`src/rtl/rbls_regs.vh`:
```
`ifndef RBLS_REGS_VH
`define RBLS_REGS_VH
`define RBLS_ADDR_FAIL 16'h001b
`define RBLS_ADDR_CTRL 16'h0028
`define RBLS_B_ENA 15
`define RBLS_B_RSTRT 10
`define RBLS_B_RPASS 9
`define RBLS_B_RFAIL 8
`define RBLS_B_ALOG 5
`define RBLS_B_SYNC 4
`define RBLS_B_BUS 3
`define RBLS_B_LSTRT 2
`define RBLS_B_LPASS 1
`define RBLS_B_LFAIL 0
`define RBLS_QUAD_STEP 15'h2000
`define RBLS_RESET16 16'h0000
`endif

```
`src/rtl/rbls_top.v`:
```
`timescale 1ns/1ps
`include "rbls_regs.vh"
module rbls_top #(
   // Test-engine address width; this range spans all four quadrants, each RBLS_QUAD_STEP words apart
   parameter AW = 15
) (
   // Single clock and synchronous master reset
   input wire sys_clk,
   input wire reset,
   // Diagnostic pin, high selects test mode and the failing-address view
   input wire test_mode,
   // Register port, one-cycle strobes with a word address
   input wire reg_wr,
   input wire reg_rd,
   input wire [15:0] reg_addr,
   input wire [15:0] reg_wdata,
   output reg [15:0] reg_rdata,
   // Normal-mode word shown at the shared address while the pin is low
   input wire [15:0] first_remote_terminal_msg_info,
   // RAM test engine; enable is bit 15, kept by the neighbouring block
   input wire ram_check_enable,
   output wire ram_check_run,
   input wire ram_check_done,
   input wire ram_check_error,
   input wire [AW-1:0] ram_check_addr,
   // Loopback engine; configuration out, completion and error reports in
   output wire loopback_run,
   output wire loopback_analog_select,
   output wire loopback_sync_select,
   output wire loopback_bus_select,
   output wire loopback_drive_a,
   output wire loopback_drive_b,
   input wire loopback_done,
   input wire loopback_manchester_err,
   input wire loopback_parity_err,
   input wire loopback_sync_err,
   input wire loopback_data_mismatch
);
   reg ram_check_launch_bit_r;
   reg ram_check_pass_flag_r;
   reg ram_check_fail_flag_r;
   reg [15:0] fail_addr_r;
   reg analog_r;
   reg sync_r;
   reg bus_r;
   reg loopback_launch_bit_r;
   reg loopback_pass_flag_r;
   reg loopback_fail_flag_r;
   reg lb_err_r;
   wire ctrl_wr;
   wire ram_go;
   wire lb_go;
   wire lb_err_now;
   // Assembled control word and the read data next value
   reg [15:0] ctrl_word;
   reg [15:0] reg_rdata_nxt;

   assign ctrl_wr = reg_wr && (reg_addr == `RBLS_ADDR_CTRL);
   assign ram_go = ctrl_wr && reg_wdata[`RBLS_B_RSTRT] && test_mode && ram_check_enable && !ram_check_launch_bit_r;
   assign lb_go = ctrl_wr && reg_wdata[`RBLS_B_LSTRT] && test_mode && !loopback_launch_bit_r;
   assign lb_err_now = loopback_manchester_err | loopback_parity_err | loopback_sync_err | loopback_data_mismatch;

   assign ram_check_run = ram_check_launch_bit_r;
   assign loopback_run = loopback_launch_bit_r;
   assign loopback_bus_select = bus_r;
   assign loopback_sync_select = sync_r;
   assign loopback_analog_select = analog_r;
   assign loopback_drive_a = loopback_launch_bit_r && analog_r && !bus_r;
   assign loopback_drive_b = loopback_launch_bit_r && analog_r && bus_r;

   // RAM self-test sequencing; the address is captured once, at the first error,
   // so a burst of later errors cannot hide where the damage began.
   // The whole AW-bit address is kept, quadrant bits included, so it
   // points straight at the cell that really failed.
   // An error reported in the done cycle still counts against the pass flag.
   always @(posedge sys_clk) begin
      if (reset) begin
         ram_check_launch_bit_r <= 1'b0;
         ram_check_pass_flag_r <= 1'b0;
         ram_check_fail_flag_r <= 1'b0;
         fail_addr_r <= `RBLS_RESET16;
      end else if (ram_go) begin
         ram_check_launch_bit_r <= 1'b1;
         ram_check_pass_flag_r <= 1'b0;
         ram_check_fail_flag_r <= 1'b0;
      end else if (ram_check_launch_bit_r) begin
         if (ram_check_error && !ram_check_fail_flag_r) begin
            ram_check_fail_flag_r <= 1'b1;
            fail_addr_r <= {{(16-AW){1'b0}}, ram_check_addr};
         end
         if (ram_check_done) begin
            ram_check_launch_bit_r <= 1'b0;
            ram_check_pass_flag_r <= !(ram_check_fail_flag_r || ram_check_error);
         end
      end
   end

   // Loopback configuration bits 5 to 3.
   // Frozen while a test runs, so the word on the wire is never torn
   // between two sync types or two buses; a write then changes nothing here.
   always @(posedge sys_clk) begin
      if (reset) begin
         analog_r <= 1'b0;
         sync_r <= 1'b0;
         bus_r <= 1'b0;
      end else if (ctrl_wr && !loopback_launch_bit_r) begin
         analog_r <= reg_wdata[`RBLS_B_ALOG];
         sync_r <= reg_wdata[`RBLS_B_SYNC];
         bus_r <= reg_wdata[`RBLS_B_BUS];
      end
   end

   // Loopback sequencing; errors are gathered over the whole word and
   // judged only when the far side reports done, so a short glitch on one
   // error line is never lost between samples
   always @(posedge sys_clk) begin
      if (reset) begin
         loopback_launch_bit_r <= 1'b0;
         loopback_pass_flag_r <= 1'b0;
         loopback_fail_flag_r <= 1'b0;
         lb_err_r <= 1'b0;
      end else if (lb_go) begin
         loopback_launch_bit_r <= 1'b1;
         loopback_pass_flag_r <= 1'b0;
         loopback_fail_flag_r <= 1'b0;
         lb_err_r <= 1'b0;
      end else if (loopback_launch_bit_r) begin
         if (lb_err_now) begin
            lb_err_r <= 1'b1;
         end
         if (loopback_done) begin
            loopback_launch_bit_r <= 1'b0;
            loopback_fail_flag_r <= lb_err_r | lb_err_now;
            loopback_pass_flag_r <= !(lb_err_r | lb_err_now);
         end
      end
   end

   // Control and status word, built field by field from the named positions;
   // the pattern-select field lives in another block and reads as zero here
   always @* begin
      ctrl_word = `RBLS_RESET16;
      ctrl_word[`RBLS_B_ENA] = ram_check_enable;
      ctrl_word[`RBLS_B_RSTRT] = ram_check_launch_bit_r;
      ctrl_word[`RBLS_B_RPASS] = ram_check_pass_flag_r;
      ctrl_word[`RBLS_B_RFAIL] = ram_check_fail_flag_r;
      ctrl_word[`RBLS_B_ALOG] = analog_r;
      ctrl_word[`RBLS_B_SYNC] = sync_r;
      ctrl_word[`RBLS_B_BUS] = bus_r;
      ctrl_word[`RBLS_B_LSTRT] = loopback_launch_bit_r;
      ctrl_word[`RBLS_B_LPASS] = loopback_pass_flag_r;
      ctrl_word[`RBLS_B_LFAIL] = loopback_fail_flag_r;
   end

   // Read data next value; it holds between reads, so a slow host may sample late
   always @* begin
      reg_rdata_nxt = reg_rdata;
      if (reg_rd) begin
         case (reg_addr)
            `RBLS_ADDR_FAIL: begin
               if (test_mode) begin
                  reg_rdata_nxt = fail_addr_r;
               end else begin
                  reg_rdata_nxt = first_remote_terminal_msg_info;
               end
            end
            `RBLS_ADDR_CTRL: begin
               reg_rdata_nxt = ctrl_word;
            end
            default: begin
               // Unmapped reads return zero
               reg_rdata_nxt = `RBLS_RESET16;
            end
         endcase
      end
   end

   // Read data register; data outputs leave from flip-flops
   always @(posedge sys_clk) begin
      if (reset) begin
         reg_rdata <= `RBLS_RESET16;
      end else begin
         reg_rdata <= reg_rdata_nxt;
      end
   end
endmodule // rbls_top

```
`config.mk`:
```
export PLATFORM = sky130hd
export DESIGN_NAME = rbls_top
export DESIGN_NICKNAME = d
export VERILOG_FILES = /design/src/rtl/rbls_top.v
export VERILOG_INCLUDE_DIRS = /design/src /design/src/rtl
export SDC_FILE = /design/constraint.sdc
export NUM_CORES = 1
export LEC_CHECK = 0
export ABC_AREA = 1
export BUFFER_PORTS_ARGS = -buffer_cell sky130_fd_sc_hd__buf_2
export CAP_MARGIN = 20
export CELL_PAD_IN_SITES_DETAIL_PLACEMENT = 1
export CELL_PAD_IN_SITES_GLOBAL_PLACEMENT = 2
export CORE_MARGIN = 8
export CORE_UTILIZATION = 20
export CTS_CLUSTER_SIZE = 16
export DETAILED_ROUTE_END_ITERATION = 16
export PLACE_DENSITY = 0.83
export SYNTH_ARGS = -nofsm -noshare
export SYNTH_HDL_FRONTEND = slang
export SYNTH_SLANG_ARGS = --single-unit
```
`constraint.sdc`:
```
create_clock -name sys_clk -period 1.1 [get_ports sys_clk]
set_input_delay 0.22 -clock sys_clk [delete_from_list [all_inputs] [get_ports sys_clk]]
set_output_delay 0.22 -clock sys_clk [all_outputs]
set_load 0.005 [all_outputs]
```
==> metrics.txt <==
# TYPE chip_impl_metric gauge
chip_impl_metric{name="critical_path_fanouts_max",unit=""} 3
chip_impl_metric{name="clkSlewWorstSetupHoldPaths",unit="ns"} 0.08
chip_impl_info{name="rsz0062_at_grt",value="yes"} 1
chip_impl_metric{name="crit_buf_inv",unit=""} 2
chip_impl_metric{name="die-area",unit="sq um"} 13800
chip_impl_metric{name="antenna_violations_before_repair",unit=""} 0
chip_impl_info{name="critical_path.reg2reg.endpoint",value="fail_addr_r[1]"} 1
chip_impl_metric{name="row_count",unit=""} 37
chip_impl_info{name="failed_checks",value="setup timing"} 1
chip_impl_metric{name="place.gp.congestion",unit=""} 0.701
chip_impl_metric{name="timing.fmax",unit="GHz"} 0.842
chip_impl_info{name="status",value="complete, but fails checks"} 1
chip_impl_metric{name="worstRegToRegCells",unit=""} 6
chip_impl_metric{name="dp_slack",unit="ns"} -0.221
chip_impl_metric{name="final-hold-violation-count",unit=""} 0
chip_impl_info{name="final_cell_mix",value="92 x nand2_1, 85 x buf_2, 59 x nor2_1"} 1
chip_impl_metric{name="design.final.nets",unit=""} 501
chip_impl_metric{name="cts_buffers",unit=""} 5
chip_impl_info{name="critical_path.cell_chain",value="inv_4, nor3_2, buf_2"} 1
chip_impl_metric{name="yosys-mux-area-fraction",unit=""} 0
chip_impl_info{name="hold-path-endpoint",value="loopback_sync_select"} 1
chip_impl_metric{name="floorplan.core_area",unit="sq um"} 10100
chip_impl_info{name="main_combinational_cell_family_by_area_after_synthesis",value="simple AND/OR/NAND/NOR gates"} 1
chip_impl_metric{name="synth_warnings",unit=""} 0
chip_impl_metric{name="grt_pass1_vias",unit=""} 2582
chip_impl_metric{name="timing.hold.worst_path_depth",unit=""} 3
chip_impl_metric{name="synth-xor-area-share",unit=""} 0
chip_impl_metric{name="post_route_cells_drive_above_1_share",unit=""} 0.369
chip_impl_metric{name="period_needed",unit="ns"} 1.19
chip_impl_metric{name="area_growth",unit="%"} 46.1
chip_impl_metric{name="critical_path_arrival",unit="ns"} 0.97
chip_impl_metric{name="synth_cell_type_count",unit=""} 28
chip_impl_metric{name="floorplan.io_pins",unit=""} 99
chip_impl_metric{name="floorplan.die.height",unit="microns"} 117
chip_impl_metric{name="cpPeakStageDelay",unit="ns"} 0.37
chip_impl_info{name="final_common_cell",value="nand2_1"} 1
chip_impl_metric{name="remaining_drc_errors",unit=""} 0
chip_impl_metric{name="layout.cell_area.non_filler",unit="sq um"} 3010
chip_impl_metric{name="share_of_synthesized_cell_area_in_full_adder_half_adder_and_majority_cells",unit=""} 0
chip_impl_metric{name="globalRouteOverflowTotal",unit=""} 0
chip_impl_metric{name="clock_insertion_delay_worst_skew",unit="ns"} 0.28
chip_impl_metric{name="global_route.usage.total",unit=""} 0.110
chip_impl_metric{name="wire_per_inst",unit="microns"} 13.5
chip_impl_metric{name="antennaDiodeCount",unit=""} 0
chip_impl_info{name="rr_startpoint",value="ram_check_run"} 1
chip_impl_metric{name="timing_max_transition_violations_final",unit=""} 0
chip_impl_metric{name="max_slew_margin",unit=""} 0.789
chip_impl_metric{name="drt_iter0_markers",unit=""} 89
chip_impl_info{name="ys_dominant_reg_cell",value="dfxtp_1"} 1
chip_impl_info{name="hold_path_startpoint",value="reg_wdata[4]"} 1
chip_impl_metric{name="number_of_flops_mapped_to_enable_cells_by_yosys",unit=""} 0
chip_impl_metric{name="clock_sink_count",unit=""} 41
chip_impl_metric{name="final_min_period_over_clock_period",unit=""} 1.08
chip_impl_metric{name="layout.filler_cells",unit=""} 1282
chip_impl_metric{name="post_layout_total_power",unit="mW"} 2.91
chip_impl_metric{name="regToRegSetupSlack",unit="ns"} 0.02
chip_impl_metric{name="cts_buffer_depth",unit=""} 2
chip_impl_info{name="cp_top_family",value="flip-flops"} 1
chip_impl_metric{name="pin_count_of_the_biggest_net_entering_global_routing",unit=""} 33
chip_impl_info{name="slowest_stage_cell_crit_path",value="dfxtp_4"} 1
chip_impl_metric{name="final_critical_path_setup_slack",unit="ns"} -0.0883
chip_impl_metric{name="postSynthNetCount",unit=""} 398
chip_impl_metric{name="synth_compound_area_frac",unit=""} 0.0772
chip_impl_metric{name="drtAntennaViolNets",unit=""} 0
chip_impl_metric{name="die-width",unit="microns"} 117
chip_impl_metric{name="synthesis.area",unit="sq um"} 2060
chip_impl_metric{name="effective_utilization_at_floorplan",unit=""} 0.203
chip_impl_metric{name="postCtsHoldBufs",unit=""} 0
chip_impl_info{name="clk_root_buffer_cell",value="clkbuf_8"} 1
chip_impl_metric{name="critical_path_required",unit="ns"} 0.88
chip_impl_metric{name="post_synth_and_or_nand_nor_area_fraction",unit=""} 0.427
chip_impl_metric{name="buffer_ports.inserted",unit=""} 87
chip_impl_metric{name="critical_path_depth",unit=""} 3
chip_impl_metric{name="power.leakage",unit="nW"} 1.53
chip_impl_metric{name="placed_cell_area",unit="sq um"} 2750
chip_impl_metric{name="worstMarginPinSlew",unit="ns"} 0.316
chip_impl_metric{name="setup_viol",unit=""} 2
chip_impl_metric{name="yosysSeqAreaShare",unit=""} 0.399
chip_impl_metric{name="postSynthCellCount",unit=""} 322
chip_impl_metric{name="synth_async_sr_flop_share",unit=""} 0
chip_impl_metric{name="fin_setup_tns",unit="ns"} -0.159
chip_impl_info{name="tritoncts_clock_tree",value="yes"} 1
chip_impl_metric{name="drtPass1Iterations",unit=""} 4
chip_impl_metric{name="dpl.hpwl",unit="mm"} 6.00
chip_impl_metric{name="grt_first_pass_wirelength",unit="mm"} 12.6
chip_impl_metric{name="htree_levels",unit=""} 2
chip_impl_info{name="category_of_the_most_critical_setup_path",value="flop to primary output"} 1
chip_impl_metric{name="routed_wl",unit="mm"} 7.58
chip_impl_info{name="nature_of_the_critical_path_endpoint",value="primary output"} 1
chip_impl_metric{name="vdd_drop_max",unit="mV"} 0.448
chip_impl_metric{name="post_drt_via_cell_ratio",unit=""} 4.12
chip_impl_metric{name="maxCapViolCount",unit=""} 0
chip_impl_info{name="hold_path_class",value="input port to flop"} 1
chip_impl_metric{name="post_synth.cell_area_avg",unit="sq um"} 6.40
chip_impl_metric{name="routed-via-count",unit=""} 2309
chip_impl_metric{name="yosys_register_bits",unit=""} 41
chip_impl_metric{name="fin_worst_skew",unit="ns"} 0.00517
chip_impl_metric{name="pwr_density_cell",unit="nW/um^2"} 967
chip_impl_info{name="start_kind",value="flop"} 1
[Yosys cell counts (2+ instances only)]
library cell | count | area [sq um]
dfxtp_1 | 41 | 821
buf_6 | 2 | 22.5
inv_2 | 3 | 11.3
a21oi_1 | 9 | 45.0
nand3_2 | 2 | 20.0
o21ai_0 | 21 | 105
clkbuf_1 | 5 | 18.8
nand2_1 | 95 | 357
nor2_4 | 3 | 33.8
nor3_1 | 3 | 15.0
nand4_1 | 3 | 18.8
inv_1 | 28 | 105
buf_4 | 2 | 15.0
nand3_1 | 19 | 95.1
or2_2 | 2 | 12.5
nor2_1 | 72 | 270
[what timing repair did]
item / in CTS / in global routing
setup buffers: 6 / 2
hold endpoints to repair: 0 / 0
pin swaps: 1 / 7
setup endpoints to repair: 18 / 28
cloned: 0 / 1
resized for setup: 11 / 25
[metrics by stage]
| step | util | hold slack (ns) | instances |
|---|---|---|---|
| floorplan | - | 0.355 | 322 |
| global placement | 0.271 | 0.446 | 545 |
| detailed placement | 0.271 | 0.452 | 545 |
| CTS | 0.287 | 0.152 | 558 |
| global route | 0.297 | 0.167 | 561 |
| finish | 0.297 | 0.163 | 561 |
[where the power goes]
part | switching [mW] | leakage, nW | internal, mW | total, mW
logic | 0.205 | 1.15 | 0.181 | 0.386
clock network | 0.502 | 0.0443 | 0.499 | 1.00
registers | 0.0143 | 0.335 | 1.51 | 1.52
[worst reg2reg max path, cell delays in order (launching register included)]
cell	delay, ns
dfxtp_2	0.35
nand2_2	0.06
nor2_4	0.15
clkinvlp_4	0.12
buf_6	0.16
nor2_2	0.10
nor2_1	0.05
[cell families after synthesis]
| kind of cell | after synthesis |
|---|---|
| and+or+nand+nor | 205 |
| DFF | 41 |
| AOI/OAI and AO/OA | 31 |
| buffers and inverters | 45 |
[area by class of cell]
class	count	area [sq um]	share of cell area
Clock buffer	7	86.3	0.0287
Inverter	32	129	0.0428
Multi-Input combinational cell	237	1100	0.367
Sequential cell	41	828	0.275
Tap cell	136	170	0.0566
Timing Repair Buffer	108	691	0.230
[flip-flops by register name, indices dropped and copies added, names as in the netlist]
signal	cells
loopback_pass_flag_r	1
lb_err_r	1
reg_rdata	16
ram_check_pass_flag_r	1
loopback_fail_flag_r	1
fail_addr_r	15
loopback_sync_select	1
loopback_analog_select	1
loopback_run	1
loopback_bus_select	1
ram_check_run	1
ram_check_fail_flag_r	1
[per-layer routing]
metal | routed length (microns) | vias to the layer above | track usage
met5 | 0 | - | 0
met4 | 41 | 0 | 0.0240
met3 | 209 | 2 | 0.0168
met2 | 3950 | 38 | 0.201
met1 | 3370 | 1070 | 0.131
li1 | - | 1199 | -
[worst max path at each step]
stage | end | slack [ns] | start
after global routing | loopback_drive_b | -0.15 | loopback_run
final | loopback_drive_b | -0.09 | loopback_run
after global placement | reg_rdata[0] | -0.19 | reg_addr[5]
after floorplan | fail_addr_r[10] | 0.04 | ram_check_run
after detailed placement | reg_rdata[2] | -0.22 | reg_addr[5]
after CTS | loopback_drive_b | -0.12 | loopback_run
Note: power is estimated with default switching activity, not from simulation.
